<file path="src/hw/dmlc_pkg.sv">
// dmlc_pkg: register offsets, field positions and reset values of the
// dither, sample marker and serial link configuration bank.
// assumes a 32-bit apb with one register per aligned word.
package dmlc_pkg;

    // ------------------------------------------------------------------
    // register indices (printed offsets) and byte address width
    // ------------------------------------------------------------------
    localparam logic [11:0] IDX_DITHER_CONTROL  = 12'h09d;
    localparam logic [11:0] IDX_OUTPUT_MARKER   = 12'h160;
    localparam logic [11:0] IDX_LINK_ENABLE     = 12'h200;
    localparam logic [11:0] IDX_LINK_MODE       = 12'h201;
    // own registers for loose bits that the bank refers to
    localparam logic [11:0] IDX_SYSTEM_CONTROL  = 12'h300;
    localparam logic [11:0] IDX_MODE_LOCK       = 12'h301;
    localparam logic [11:0] IDX_LINK_STATUS     = 12'h302;

    localparam int          ADDR_W              = 14;

    // ------------------------------------------------------------------
    // reset values
    // ------------------------------------------------------------------
    localparam logic [7:0]  RST_DITHER_CONTROL  = 8'h01;
    localparam logic [7:0]  RST_OUTPUT_MARKER   = 8'h00;
    localparam logic [7:0]  RST_LINK_ENABLE     = 8'h01;
    localparam logic [7:0]  RST_LINK_MODE       = 8'h02;
    localparam logic [7:0]  RST_SYSTEM_CONTROL  = 8'h01;
    localparam logic [7:0]  RST_MODE_LOCK       = 8'h00;

    // ------------------------------------------------------------------
    // field positions
    // ------------------------------------------------------------------
    localparam int          BIT_DITHER_ENABLE   = 0;
    localparam int          BIT_DITHER_AMP      = 1;
    localparam int          BIT_DITHER_ROUND    = 2;
    localparam int          BIT_MARKER_ENABLE   = 0;
    localparam int          BIT_LINK_ENABLE     = 0;
    localparam int          BIT_CAL_ENABLE      = 0;
    localparam int          BIT_SYNC_RECV       = 1;
    localparam int          BIT_LOCK_ON         = 0;

    // highest mode code accepted while the mode lock is on
    localparam logic [7:0]  LOCKED_MODE_MAX     = 8'h03;
    localparam logic [7:0]  CS_COUNT            = 8'h00;
    localparam int          SAMPLE_W            = 8;
    localparam int          PIPE_DEPTH          = 4;

    // ------------------------------------------------------------------
    // carriers
    // ------------------------------------------------------------------
    typedef struct packed {
        logic dither_enable;
        logic dither_amplitude_select;
        logic dither_rounding_select;
    } dmlc_dither_t;

    typedef struct packed {
        logic       link_subsystem_enable;
        logic       link_reset;
        logic       serializer_power_down;
        logic       link_clock_gate;
        logic       multiframe_counter_reset;
        logic [7:0] link_mode_select;
    } dmlc_link_t;

endpackage : dmlc_pkg

</file>
<file path="src/hw/dmlc_marker_pipe.sv">
// dmlc_marker_pipe: carries samples and the timestamp through the same
// pipeline and puts the timestamp on the sample lsb when enabled.
// assumes the timestamp input is already synchronised to CLK.
`timescale 1ns/1ns
module dmlc_marker_pipe #(
    parameter int W     = dmlc_pkg::SAMPLE_W,   // sample width
    parameter int DEPTH = dmlc_pkg::PIPE_DEPTH  // pipeline stages
) (
    input  wire logic         clk,        // core clock
    input  wire logic         reset,      // synchronous, active high
    input  wire logic         marker_en,  // put marker on lsb
    input  wire logic [W-1:0] sample_raw,  // converted sample
    input  wire logic         stamp_bit,   // timestamp bit, synchronised
    output logic      [W-1:0] sample_mark  // sample with optional marker
);

    // ------------------------------------------------------------------
    // shared delay line
    // ------------------------------------------------------------------
    logic [W-1:0] data_reg  [DEPTH];
    logic         stamp_reg [DEPTH];

    // equal latency stages
    // sample and stamp move in lockstep, so the marker never slips
    genvar i;
    generate
        for (i = 0; i < DEPTH; i++) begin : g_stage
            logic [W-1:0] data_feed;
            logic         stamp_feed;
            // stage 0 takes the inputs, later stages their neighbour
            if (i == 0) begin : g_head
                assign data_feed  = sample_raw;
                assign stamp_feed = stamp_bit;
            end else begin : g_tail
                assign data_feed  = data_reg[i-1];
                assign stamp_feed = stamp_reg[i-1];
            end
            always_ff @(posedge clk) begin
                if (reset) begin
                    data_reg[i]  <= '0;
                    stamp_reg[i] <= 1'b0;
                end else begin
                    data_reg[i]  <= data_feed;
                    stamp_reg[i] <= stamp_feed;
                end
            end
        end
    endgenerate

    // marker replaces lsb
    // upper bits keep conversion data, lsb carries the stamp
    logic [W-1:0] sample_next;
    assign sample_next = marker_en ?
        {data_reg[DEPTH-1][W-1:1], stamp_reg[DEPTH-1]} : data_reg[DEPTH-1];

    always_ff @(posedge clk) begin
        if (reset) sample_mark <= '0;
        else       sample_mark <= sample_next;
    end

endmodule : dmlc_marker_pipe

</file>
<file path="src/hw/dmlc_regs.sv">
// dmlc_regs: apb register bank for dither, sample marker and serial link
// enable and mode selection.
// assumes apb master on CLK; sample and timestamp pins arrive async.
//
// Contract
// - dither enable bit applies dither to the cores
// - amplitude bit: 0 small dither, 1 large dither
// - rounding bit: 0 costs snr, 1 costs dc offset and spurs
// - marker enable puts timestamp on every sample lsb
// - timestamp latency equals sample latency
// - marker in lsb of 8-bit sample, upper 7 bits data
// - ila control-bit count always reports zero
// - link enable bit 0 disables, 1 enables; resets to one
// - link disabled: held in reset, serializers off, clocks gated
// - link disabled: multiframe counter held, sysref ignored
// - 8-bit link mode register, reset 0x02
// - only mode codes permitted by the mode lock accepted
`timescale 1ns/1ns
module dmlc_regs #(
    parameter int SW = dmlc_pkg::SAMPLE_W  // sample width
) (
    input  wire logic          CLK,             // 125 mhz core clock
    input  wire logic          RESET,           // sync reset, high
    input  wire logic          PSEL,            // apb select
    input  wire logic          PENABLE,         // apb access phase
    input  wire logic          PWRITE,          // apb direction
    input  wire logic [31:0]   PADDR,           // apb byte address
    input  wire logic [31:0]   PWDATA,          // apb write data
    output logic      [31:0]   PRDATA,          // apb read data
    output logic               PREADY,          // apb ready
    output logic               PSLVERR,         // apb error
    input  wire logic [SW-1:0] SAMPLE_RAW,      // converter sample pins
    input  wire logic          STAMP,           // timestamp pin
    input  wire logic          SYSREF,          // system reference pin
    output logic [SW-1:0]      SAMPLE_LINK,     // sample to link
    output dmlc_pkg::dmlc_dither_t DITHER,      // dither controls
    output dmlc_pkg::dmlc_link_t   LINK,        // link controls
    output logic               SYNC_RECEIVER_ENABLE,    // sync receiver enable
    output logic               CAL_EN,          // calibration enable
    output logic [7:0]         ILA_CS,          // ila control-bit count
    output logic               MF_ALIGN         // multiframe align pulse
);

    // ------------------------------------------------------------------
    // storage
    // ------------------------------------------------------------------
    logic [7:0] dither_control_reg;
    logic [7:0] output_marker_control_reg;
    logic [7:0] serial_link_enable_reg;
    logic [7:0] serial_link_mode_reg;
    logic [7:0] system_control_reg;
    logic [7:0] mode_lock_reg;
    logic       mode_reject_reg;    // sticky: a mode write was refused since the last status read

    // ------------------------------------------------------------------
    // apb decode
    // ------------------------------------------------------------------
    // one-wait-state slave: access phase ends with pready next cycle
    logic        access;
    logic        wr_strobe;
    logic        rd_strobe;
    logic [11:0] index;
    logic        addr_ok;
    logic        sel_dith;
    logic        sel_mark;
    logic        sel_len;
    logic        sel_mode;
    logic        sel_sys;
    logic        sel_lock;
    logic        sel_stat;

    assign access    = PSEL && PENABLE && !PREADY;
    assign index     = PADDR[dmlc_pkg::ADDR_W-1:2];
    assign addr_ok   = (PADDR[1:0] == 2'h0) &&
                       (PADDR[31:dmlc_pkg::ADDR_W] == '0);
    assign sel_dith  = addr_ok && index == dmlc_pkg::IDX_DITHER_CONTROL;
    assign sel_mark  = addr_ok && index == dmlc_pkg::IDX_OUTPUT_MARKER;
    assign sel_len   = addr_ok && index == dmlc_pkg::IDX_LINK_ENABLE;
    assign sel_mode  = addr_ok && index == dmlc_pkg::IDX_LINK_MODE;
    assign sel_sys   = addr_ok && index == dmlc_pkg::IDX_SYSTEM_CONTROL;
    assign sel_lock  = addr_ok && index == dmlc_pkg::IDX_MODE_LOCK;
    assign sel_stat  = addr_ok && index == dmlc_pkg::IDX_LINK_STATUS;

    logic mapped;
    assign mapped    = sel_dith | sel_mark | sel_len | sel_mode |
                       sel_sys | sel_lock | sel_stat;
    assign wr_strobe = access && PWRITE && mapped && !sel_stat;
    assign rd_strobe = access && !PWRITE;

    // mode lock filter
    // lock on: codes above the locked ceiling are refused
    logic mode_allowed;
    assign mode_allowed = !mode_lock_reg[dmlc_pkg::BIT_LOCK_ON] ||
                          PWDATA[7:0] <= dmlc_pkg::LOCKED_MODE_MAX;

    // mode write window
    // hardware guards the mode too: a live link must not see it change
    logic mode_window;
    assign mode_window =
        !serial_link_enable_reg[dmlc_pkg::BIT_LINK_ENABLE] &&
        !system_control_reg[dmlc_pkg::BIT_CAL_ENABLE];

    logic mode_take;
    logic mode_refuse;
    assign mode_take   = wr_strobe && sel_mode && mode_allowed && mode_window;
    assign mode_refuse = wr_strobe && sel_mode && !mode_take;

    // ------------------------------------------------------------------
    // register writes
    // ------------------------------------------------------------------
    // reserved bits kept
    // whole byte stored; only defined bits drive logic
    always_ff @(posedge CLK) begin
        if (RESET) begin
            dither_control_reg        <= dmlc_pkg::RST_DITHER_CONTROL;
            output_marker_control_reg <= dmlc_pkg::RST_OUTPUT_MARKER;
            system_control_reg        <= dmlc_pkg::RST_SYSTEM_CONTROL;
            mode_lock_reg             <= dmlc_pkg::RST_MODE_LOCK;
        end else if (wr_strobe) begin
            if (sel_dith) dither_control_reg        <= PWDATA[7:0];
            if (sel_mark) output_marker_control_reg <= PWDATA[7:0];
            if (sel_sys)  system_control_reg        <= PWDATA[7:0];
            if (sel_lock) mode_lock_reg             <= PWDATA[7:0];
        end
    end

    always_ff @(posedge CLK) begin
        if (RESET)
            serial_link_enable_reg <= dmlc_pkg::RST_LINK_ENABLE;
        else if (wr_strobe && sel_len)
            serial_link_enable_reg <= PWDATA[7:0];
    end

    always_ff @(posedge CLK) begin
        if (RESET)          serial_link_mode_reg <= dmlc_pkg::RST_LINK_MODE;
        else if (mode_take) serial_link_mode_reg <= PWDATA[7:0];
    end

    // refused mode writes leave a flag; a read of status clears it,
    // but a refusal in the same cycle wins over that clear
    always_ff @(posedge CLK) begin
        if (RESET)            mode_reject_reg <= 1'b0;
        else if (mode_refuse) mode_reject_reg <= 1'b1;
        else if (rd_strobe && sel_stat) mode_reject_reg <= 1'b0;
    end

    // ------------------------------------------------------------------
    // apb answer
    // ------------------------------------------------------------------
    logic [7:0] rd_byte;
    assign rd_byte =
        sel_dith ? dither_control_reg :
        sel_mark ? output_marker_control_reg :
        sel_len  ? serial_link_enable_reg :
        sel_mode ? serial_link_mode_reg :
        sel_sys  ? system_control_reg :
        sel_lock ? mode_lock_reg :
        sel_stat ? {6'h00, mode_reject_reg, LINK.link_reset} : 8'h00;

    logic err_next;
    assign err_next = access && (!mapped || (PWRITE && sel_stat) ||
                                 mode_refuse);

    always_ff @(posedge CLK) begin
        if (RESET) begin
            PREADY  <= 1'b0;
            PSLVERR <= 1'b0;
            PRDATA  <= 32'h0000_0000;
        end else begin
            PREADY  <= access;
            PSLVERR <= err_next;
            PRDATA  <= rd_strobe ? {24'h00_0000, rd_byte} : 32'h0000_0000;
        end
    end

    // ------------------------------------------------------------------
    // control outputs
    // ------------------------------------------------------------------
    logic link_on;
    assign link_on = serial_link_enable_reg[dmlc_pkg::BIT_LINK_ENABLE];

    always_ff @(posedge CLK) begin
        if (RESET) begin
            DITHER <= '0;
        end else begin
            DITHER.dither_enable <=
                dither_control_reg[dmlc_pkg::BIT_DITHER_ENABLE];
            DITHER.dither_amplitude_select <=
                dither_control_reg[dmlc_pkg::BIT_DITHER_AMP];
            DITHER.dither_rounding_select <=
                dither_control_reg[dmlc_pkg::BIT_DITHER_ROUND];
        end
    end

    // link held off
    // reset, power down, gate and counter hold all follow enable low
    always_ff @(posedge CLK) begin
        if (RESET) begin
            LINK <= '0;
        end else begin
            LINK.link_subsystem_enable    <= link_on;
            LINK.link_reset               <= !link_on;
            LINK.serializer_power_down    <= !link_on;
            LINK.link_clock_gate          <= !link_on;
            LINK.multiframe_counter_reset <= !link_on;
            LINK.link_mode_select         <= serial_link_mode_reg;
        end
    end

    // ila count zero
    // marker is never advertised, whatever the lsb carries
    always_ff @(posedge CLK) ILA_CS <= dmlc_pkg::CS_COUNT;

    always_ff @(posedge CLK) begin
        if (RESET) begin
            SYNC_RECEIVER_ENABLE <= 1'b0;
            CAL_EN       <= 1'b0;
        end else begin
            SYNC_RECEIVER_ENABLE <= system_control_reg[dmlc_pkg::BIT_SYNC_RECV];
            CAL_EN       <= system_control_reg[dmlc_pkg::BIT_CAL_ENABLE];
        end
    end

    // ------------------------------------------------------------------
    // pin synchronisers
    // ------------------------------------------------------------------
    // second stage only is read; sample bits are assumed quasi-static
    // relative to CLK in this model of the output path
    logic [SW-1:0] samp_s1_reg;
    logic [SW-1:0] samp_s2_reg;
    logic          stamp_s1_reg;
    logic          stamp_s2_reg;
    logic          sysref_s1_reg;
    logic          sysref_s2_reg;
    logic          sysref_d_reg;

    always_ff @(posedge CLK) begin
        if (RESET) begin
            samp_s1_reg   <= '0;
            samp_s2_reg   <= '0;
            stamp_s1_reg  <= 1'b0;
            stamp_s2_reg  <= 1'b0;
            sysref_s1_reg <= 1'b0;
            sysref_s2_reg <= 1'b0;
            sysref_d_reg  <= 1'b0;
        end else begin
            samp_s1_reg   <= SAMPLE_RAW;
            samp_s2_reg   <= samp_s1_reg;
            stamp_s1_reg  <= STAMP;
            stamp_s2_reg  <= stamp_s1_reg;
            sysref_s1_reg <= SYSREF;
            sysref_s2_reg <= sysref_s1_reg;
            sysref_d_reg  <= sysref_s2_reg;
        end
    end

    always_ff @(posedge CLK) begin
        if (RESET) MF_ALIGN <= 1'b0;
        else       MF_ALIGN <= link_on && sysref_s2_reg && !sysref_d_reg;
    end

    // ------------------------------------------------------------------
    // sample marker path
    // ------------------------------------------------------------------
    // marker enable to pipe
    dmlc_marker_pipe #(
        .W     (SW),
        .DEPTH (dmlc_pkg::PIPE_DEPTH)
    ) u_pipe (
        .clk         (CLK),
        .reset       (RESET),
        .marker_en   (output_marker_control_reg[dmlc_pkg::BIT_MARKER_ENABLE]),
        .sample_raw  (samp_s2_reg),
        .stamp_bit   (stamp_s2_reg),
        .sample_mark (SAMPLE_LINK)
    );
endmodule : dmlc_regs

</file>
<file path="config.mk">
export PLATFORM = sky130hd
export DESIGN_NAME = dmlc_regs
export DESIGN_NICKNAME = d
export VERILOG_FILES = /design/src/hw/dmlc_pkg.sv /design/src/hw/dmlc_marker_pipe.sv /design/src/hw/dmlc_regs.sv
export SDC_FILE = /design/constraint.sdc
export NUM_CORES = 1
export LEC_CHECK = 0
export BUFFER_PORTS_ARGS = -buffer_cell sky130_fd_sc_hd__buf_4
export CORE_UTILIZATION = 50
export DETAILED_ROUTE_END_ITERATION = 12
export PLACE_DENSITY = 0.77
export RECOVER_POWER = 100
export SYNTH_ARGS = -nofsm -noshare
export SYNTH_HDL_FRONTEND = slang
export SYNTH_SLANG_ARGS = --single-unit
</file>
<file path="constraint.sdc">
create_clock -name CLK -period 2.8 [get_ports CLK]
set_input_delay 0.28 -clock CLK [delete_from_list [all_inputs] [get_ports CLK]]
set_output_delay 0.28 -clock CLK [all_outputs]
set_load 0.1 [all_outputs]
</file>
# == After elaboration in Yosys (flattened, before gate mapping) ==
# Memory sizes are Yosys's and may differ from the RTL's.
# Index checks and enable logic that the tools add are counted.
# totals
n_memories,2
regBits,128
ram_bits,36
wordCells,119
# memory_table
name,depth,word_bits,read_ports,rd_ports_with_merged_regs,wr,line_no,text
u_pipe.data_reg,4,8,4,0,4,dmlc_marker_pipe.sv:20,logic [W-1:0] data_reg [DEPTH];
u_pipe.stamp_reg,4,1,4,0,4,dmlc_marker_pipe.sv:21,logic stamp_reg [DEPTH];
# classes
magnitude_cmp,1
mux,21
n_eq_ne,7
reduce_logical,45
bitwise_logic,15
# ops
cell,n
two-way mux 8 bit,10
"equality test 12 x 10 -> 1 bit, second input constant",5
logical AND 1 bit,25
zero test 18 bit,1
OR 1 bit,14
"equality test 12 x 8 -> 1 bit, second input constant",1
"equality test 12 x 9 -> 1 bit, second input constant",1
two-way mux 1 bit,10
zero test 1 bit,9
"<= comparator 8 x 2 -> 1 bit, second input constant",1
AND reduction 2 bit,4
logical OR 1 bit,3
zero test 2 bit,1
two-way mux 2 bit,1
nonzero test 2 bit,1
OR reduction 2 bit,1
NOT 1 bit,1

# == Longest topological paths before layout ==
# Gate-level depths: netlist (run 1).
# depth
depth_word,18
mapped_depth,7
mapped_depth_nobuf,5

# == Hierarchy ==
# A second synthesis (run 1) with hierarchy kept.
# unflattened
cells_unflattened,503
area_unflattened_um2,5335.1
# modules_own_cells
module,area_each_um2,n_inst,cells_each
dmlc_regs,4151.5,1,410
dmlc_marker_pipe,1183.6,1,93

# == Worst setup path after synthesis (run 1) ==
# Ideal clock, no wire load.
# synth_timing
kind,reg2reg
from,reg PREADY
to,reg serial_link_mode_reg[0]
period_less_slack_ps,2357
setup_ps,121
path_stages_with_launch,7
path_slack_ps,443
t_arrival_ps,2236
cell_sequence,dfxtp_1 and3b_1 nand2_1 or4_4 or2_1 buf_6 mux2_4
# synth_via
elab_chain_len,8
# synth_rtl
item,line_no,text
from (decl),dmlc_regs.sv:30,"output logic PREADY,"
from (signal assigned),dmlc_regs.sv:170,PREADY <= access;
zero test 1 bit,dmlc_regs.sv:72,assign access = PSEL && PENABLE && !PREADY;
logical AND 1 bit,dmlc_regs.sv:72,
logical AND 1 bit (3 in series),dmlc_regs.sv:87,assign wr_strobe = access && PWRITE && mapped && !sel_stat;
logical AND 1 bit (3 in series),dmlc_regs.sv:105,assign mode_take = wr_strobe && sel_mode && mode_allowed && mode_window;
to (signal assigned),dmlc_regs.sv:135,if (RESET) serial_link_mode_reg <= dmlc_pkg::RST_LINK_MODE;
to (signal assigned),dmlc_regs.sv:136,else if (mode_take) serial_link_mode_reg <= PWDATA[7:0];
to (decl),dmlc_regs.sv:50,logic [7:0] serial_link_mode_reg;
# No other way between the ends.
# A chain may end at the register's enable or synchronous reset.

# == Worst setup path after layout (run 1) ==
# layout_timing
from,in PADDR[7]
to,reg dither_control_reg[4]
# layout_via
elab_chain_len,11
# layout_rtl
item,line_no,text
from (decl),dmlc_regs.sv:27,"input wire logic [31:0] PADDR,"
equality test 12 x 8 -> 1 bit or equality test 12 x 9 -> 1 bit (tied branches),"dmlc_regs.sv:76, dmlc_regs.sv:77",
logical AND 1 bit (on tied branches),"dmlc_regs.sv:76, dmlc_regs.sv:77",
OR 1 bit (4 in series),dmlc_regs.sv:85,assign mapped = sel_dith | sel_mark | sel_len | sel_mode |
OR 1 bit (2 in series),dmlc_regs.sv:86,sel_sys | sel_lock | sel_stat;
logical AND 1 bit (2 in series),dmlc_regs.sv:87,
AND reduction 2 bit (no line) *,-,
to (signal assigned),dmlc_regs.sv:115,dither_control_reg <= dmlc_pkg::RST_DITHER_CONTROL;
to (signal assigned),dmlc_regs.sv:120,if (sel_dith) dither_control_reg <= PWDATA[7:0];
to (decl),dmlc_regs.sv:47,logic [7:0] dither_control_reg;
# Mark *: on every way between the ends. The rest lies on a longest branch, timed or not.

==> impl_metrics.ini, run 1 <==
[finish]
final_area_sq_mm = 0.00647
final_nets = 688
synthToLayoutAreaGrowth_pct = 21.5
fill_cells = 884
layout-drive-gt1-share_pct = 15.8
fin_util_pct = 62.7
largest_register_ffs = 32
instances_no_fill = 758
layout.area.seq_sq_mm = 0.00280
diodes = 0
multi_input_area_sq_mm = 0.00221

[synth]
synthAdderAreaFrac_pct = 0
synth-simple-area-share_pct = 25.7
synth_ff_type = dfxtp_1
ys_seq_area_share_pct = 52.6
synthMuxAreaShare_pct = 10.2
synth-xor-area-share_pct = 0
synth_cell_type_count = 48
ys_ff_latch = 140
yosys_warnings = 0
async_flop_share_pct = 0
avgSynthCellArea_sq_um = 10.4
synth_top_family_by_area = simple AND/OR/NAND/NOR gates
synth.cell_area_sq_mm = 0.00533
syn_inst = 512
synth-compound-area-share_pct = 4.25
synth_edf_count = 0

[grt]
antenna_found_initial = 0
grt_max_degree = 131
grt_use_total_pct = 20.3
grt-ovfl-total = 0
first_global_vias = 3671
grt_pass1_wl_mm = 17.7

[power_and_ir_drop]
finalPower_mw = 4.67
vdd_drop_max_mv = 0.434
power_density_mw_per_mm2 = 722
p_leak_nw = 2.53

[sta]
finalMaxSlewViolations = 0
hold_viol = 0
worst_slack_ns = 0.455
min_period_over_period_pct = 83.7
fin_crit_ns = 2.34
hold_ws_ns = 0.0330
skew_ns = 0.00780
finalSetupViolCount = 0
tns_ns = 0
fmax_ghz = 0.426
grt_setup_unrepaired = no
worstMarginPinSlew_ns = 1.20
slew_headroom_pct = 20.0

[worst_setup_path]
cp.arrival_ns = 2.72
max_stage_delay_ns = 0.54
rr_endpoint = dither_control_reg[4]$_SDFFE_PP0P_
crit_type = input port to register
rrSetupSlack_ns = 0.47
slowest_stage = or4_1
crit_fanout = 6
crit_path_cell_trace = clkbuf_1, or4_1, or4_4, nor3_1, clkbuf_1, mux2i_1, nor2_1
ff2ff_path_depth = 7
cpMostUsedCell = clkbuf_1
critPathLaunchType = input port
required_ns = 3.17
cp-end-kind = register
rr_startpoint = PREADY$_SDFF_PP0_

[place]
dpl.cell_count = 716
postPlaceCellArea_sq_mm = 0.00599
dp_worst_setup_slack_ns = 0.363
gp_congestion = 0.877
io_buffers = 91
dp_hpwl_mm = 7.05

[routing]
wl_per_cell_microns = 14.2
num_vias = 3875
vias_per_cell = 5.11
dr.pass1.iters = 5
drt-initial-drc-count = 183
dr_wl_met3_microns = 718
drt-total-wl_mm = 10.8
drcViolationCount = 0
ant_nets = 0
dr.max_layer_used = met4
wl_met2_mm = 5.20
drt-met1-wl_mm = 4.60

[floorplanning]
die_w_microns = 105
start_util_pct = 51.6
std_cell_rows = 37
io_pins = 148
die_area_sq_mm = 0.0111
die_h_microns = 105
core_sq_mm = 0.0103

[worst_hold_path]
holdPathEnd = dither_control_reg[0]$_SDFFE_PP1P_
worstHoldStart = PWDATA[0]
worstHoldPathCells = 2
hold_class = input port to register

[cts]
numCtsBuffers = 17
clock-sinks = 140
htree_levels = 4
clk_latency_ns = 0.50
cts_tree = built
clkSlewWorstSetupHoldPaths_ns = 0.07
post_cts_resize_count = 0
clock_path_buffers = 2
postCtsSetupBuffers = 0
root_buffer = clkbuf_8

[run]
max-cap-violations = 0

[status]
status = finished clean
==> final cells by class <==
| type | count | area share (%) |
|---|---|---|
| multi-input cells | 340 | 34.1 |
| clock buffers | 17 | 6.40 |
| repair buffers | 109 | 10.6 |
| clock inverters | 15 | 2.92 |
| inverters | 1 | 0.0580 |
| flip-flops and latches | 140 | 43.3 |
| well taps | 136 | 2.63 |
==> layer usage <==
| layer | up-vias | track usage (%) |
|---|---|---|
| met5 | - | 0 |
| met4 | 0 | 9.96 |
| met3 | 27 | 5.01 |
| met2 | 169 | 33.2 |
| met1 | 1801 | 25.1 |
| li1 | 1878 | - |
==> cells in the mapped netlist (all sizes together) (4+ instances only) <==
library cell | n | area share (%)
a211o | 4 | 0.66
a21oi | 4 | 0.38
a221oi | 7 | 1.2
buf | 41 | 5.6
clkbuf | 21 | 1.5
dfxtp | 140 | 53
mux2 | 7 | 2.0
mux2i | 44 | 8.3
nand2 | 17 | 1.2
nand3 | 4 | 0.47
nand4 | 7 | 0.82
nor2 | 49 | 3.5
nor2b | 91 | 11
nor3 | 8 | 1.1
nor3b | 5 | 0.80
nor4 | 16 | 2.6
o211a | 6 | 1.1
or3 | 4 | 0.47
or4 | 7 | 1.2
==> worst max-delay path, delay by kind of cell <==
family / cells / cell delay (ns)
multiplexers: 1 / 0.26
AND/OR/NAND/NOR: 4 / 1.53
buffers and inverters: 2 / 0.64
==> cells in the final DEF, fill, tap and decap left out, types with 3 or more instances in the layout <==
cell	count
or4_1	6
a21oi_1	4
nand3_1	3
nor2_1	49
nand2b_1	3
clkbuf_16	16
conb_1	32
nor4_1	13
dlygate4sd3_1	10
o211a_1	6
mux2_1	6
a221oi_1	7
or3_1	4
nor2b_1	91
inv_8	5
inv_6	4
nand4_1	7
mux2i_1	44
dfxtp_1	140
nand3b_1	3
nor3_1	7
clkbuf_1	45
and3_1	3
nor3b_1	4
a211o_1	4
nand2_1	17
buf_4	52
==> how the worst max path moves through the flow <==
stage,startpoint,end,slack [ns]
6_report,PADDR[7],dither_control_reg[4]$_SDFFE_PP0P_,0.46
5_1_grt,PREADY$_SDFF_PP0_,dither_control_reg[6]$_SDFFE_PP0P_,0.31
4_1_cts,serial_link_enable_reg[0]$_SDFFE_PP1P_,serial_link_mode_reg[4]$_SDFFE_PP0P_,0.58
3_5_place_dp,PADDR[5],serial_link_mode_reg[7]$_SDFFE_PP0P_,0.36
3_3_place_gp,PADDR[5],serial_link_mode_reg[7]$_SDFFE_PP0P_,0.40
2_1_floorplan,PREADY$_SDFF_PP0_,serial_link_mode_reg[0]$_SDFFE_PP0P_,0.44
==> repair_timing <==
| action | 4_1_cts | 5_1_grt |
|---|---|---|
| endpoints found under the hold margin | 9 | 1 |
| hold buffers | 9 | 1 |
| endpoints found under the setup margin | 0 | 0 |
==> logic make-up after synthesis <==
family	Yosys count
buffers and inverters	63
flip-flops	140
AND/OR/NAND/NOR	229
multiplexers	51
AO/OA/AOI/OAI	28
other	1
==> report_power, final <==
group          internal [mW]  total, mW  switching, mW
Sequential              2.02       2.02        0.00497
Combinational         0.0908      0.406          0.315
Clock                   1.32       2.24          0.929
Total                   3.42       4.67           1.25
(Power assumes the default switching activity.)
==> run 2, diff against run 1 <==
--- a/config.mk
+++ b/config.mk
@@ -6,9 +6,9 @@
 export NUM_CORES = 1
 export LEC_CHECK = 0
 export BUFFER_PORTS_ARGS = -buffer_cell sky130_fd_sc_hd__buf_4
-export CORE_UTILIZATION = 50
+export CORE_UTILIZATION = 47
 export DETAILED_ROUTE_END_ITERATION = 12
-export PLACE_DENSITY = 0.77
+export PLACE_DENSITY = 0.76
 export RECOVER_POWER = 100
 export SYNTH_ARGS = -nofsm -noshare
 export SYNTH_HDL_FRONTEND = slang
==> constraint.sdc (replaced) <==
create_clock -name CLK -period 2 [get_ports CLK]
set_input_delay 0.2 -clock CLK [delete_from_list [all_inputs] [get_ports CLK]]
set_output_delay 0.2 -clock CLK [all_outputs]
set_load 0.1 [all_outputs]
==> impl_metrics.ini, run 2 (same netlist as run 1, synthesis figures left out) <==
[grt]
grt_max_degree = 131
grt_pass1_wl_mm = 18.3
first_global_vias = 3730
grt_use_total_pct = 20.7
antenna_found_initial = 0
grt-ovfl-total = 0

[routing]
num_vias = 3932
ant_nets = 0
vias_per_cell = 4.95
wl_per_cell_microns = 14.5
dr.pass1.iters = 4
drt-total-wl_mm = 11.5
drt-initial-drc-count = 184
drcViolationCount = 0

[finish]
instances_no_fill = 794
synthToLayoutAreaGrowth_pct = 28.7
fin_util_pct = 62.7
diodes = 0
layout_common_cells = dfxtp_1, nor2b_1, buf_4, nor2_1, mux2i_1
layout-drive-gt1-share_pct = 28.9
final_common_cell = dfxtp_1
largest_register_ffs = 32
final_nets = 720
fill_cells = 893

[cts]
clock-sinks = 140
htree_levels = 4
numCtsBuffers = 17
root_buffer = clkbuf_16
clkSlewWorstSetupHoldPaths_ns = 0.06
clock_path_buffers = 2
clk_latency_ns = 0.42
cts_tree = built
postCtsSetupBuffers = 0

[worst_setup_path]
cp-end-kind = register
slowest_stage = or4_4
cp.arrival_ns = 2.21
critPathLaunchType = register
crit_start = PREADY$_SDFF_PP0_
crit_type = register to register
crit_family = simple AND/OR/NAND/NOR gates
crit_path_cell_trace = and3b_1, buf_4, nand4_1, or4_4, buf_6, mux2i_1, nor2_1
required_ns = 2.29
crit_fanout = 8
rr_startpoint = PREADY$_SDFF_PP0_
path_buf_inv = 2
max_stage_delay_ns = 0.56

[floorplanning]
die_h_microns = 108
io_pins = 148
die_area_sq_mm = 0.0118
die_w_microns = 108
std_cell_rows = 38
start_util_pct = 48.7
core_sq_mm = 0.0109

[place]
io_buffers = 91
dpl.cell_count = 754
gp_congestion = 0.851
dp_hpwl_mm = 7.94

[sta]
finalMaxSlewViolations = 0
worstMarginPinSlew_ns = 0.571
skew_ns = 0.00748
grt_setup_unrepaired = yes
slew_headroom_pct = 62.1
hold_viol = 0
finalSetupViolCount = 0
fin_crit_ns = 1.92
min_period_over_period_pct = 96.0
fmax_ghz = 0.521

[power_and_ir_drop]
vdd_drop_max_mv = 0.562
p_leak_nw = 2.88
power_density_mw_per_mm2 = 961

[worst_hold_path]
worstHoldStart = SAMPLE_RAW[6]
hold_class = input port to register

[run]
max-cap-violations = 0

[status]
status = finished clean
==> run 2: where the power goes <==
part           internal, mW  leakage, nW  switching [mW]  total (mW)
Combinational         0.150         1.45           0.452       0.602
Sequential             2.82         1.14         0.00732        2.83
Clock                  1.88        0.287            1.28        3.16
==> run 2: metal layers <==
layer | part of all wire [%] | GRT usage, % | up-vias
li1 | - | - | 1934
met1 | 43 | 25.1 | 1847
met2 | 50 | 34.4 | 131
met3 | 5.5 | 5.18 | 20
met4 | 1.9 | 9.85 | 0
met5 | 0 | 0 | -
==> run 2: worst paths after layout <==
kind	cells after the start	endpoint	slack (ns)
setup / recovery	7	mode_lock_reg[3]$_SDFFE_PP0P_	0.08
hold / removal	2	samp_s1_reg[6]$_SDFF_PP0_	0.001
setup reg to reg	7	mode_lock_reg[3]$_SDFFE_PP0P_	0.08
hold reg to reg	1	u_pipe.data_reg[2][3]$_SDFF_PP0_	0.43
==> run 2: cell type report <==
type	count	area (sq um)	share of cell area, %
clock buffers	17	425	6.20
clock inverters	15	178	2.59
inverters	1	3.75	0.0547
multi-input cells	340	2290	33.3
flip-flops and latches	140	2810	40.9
well taps	140	175	2.55
repair buffers	141	986	14.4
==> run 2: through the flow <==
step	setup WS (ns)	instance area (sq um)	hold WS, ns	setup TNS [ns]	total power [mW]
floorplan	-0.00347	5470	0.318	-0.00347	3.36
detailed placement	-0.290	6270	0.415	-5.56	3.49
finish	0.0796	6860	0.00111	0	6.59
CTS	0.0494	6950	0.00698	0	6.66
global route	0.0112	6860	0.0117	0	6.79
global placement	-0.252	6270	0.413	-4.67	3.48
==> run 2: timing repair <==
action,CTS,global route
endpoints found under the hold margin,7,0
hold buffers,7,0
setup endpoints to repair,8,11
gates cloned,0,1
gates resized for setup,2,6
==> run 2: worst register-to-register path, delay by kind of cell (launching register included) <==
family                 cells  cell delay [ns]
buffers and inverters      2             0.29
multiplexers               1             0.18
AND/OR/NAND/NOR            4             0.98
flip-flops                 1             0.34
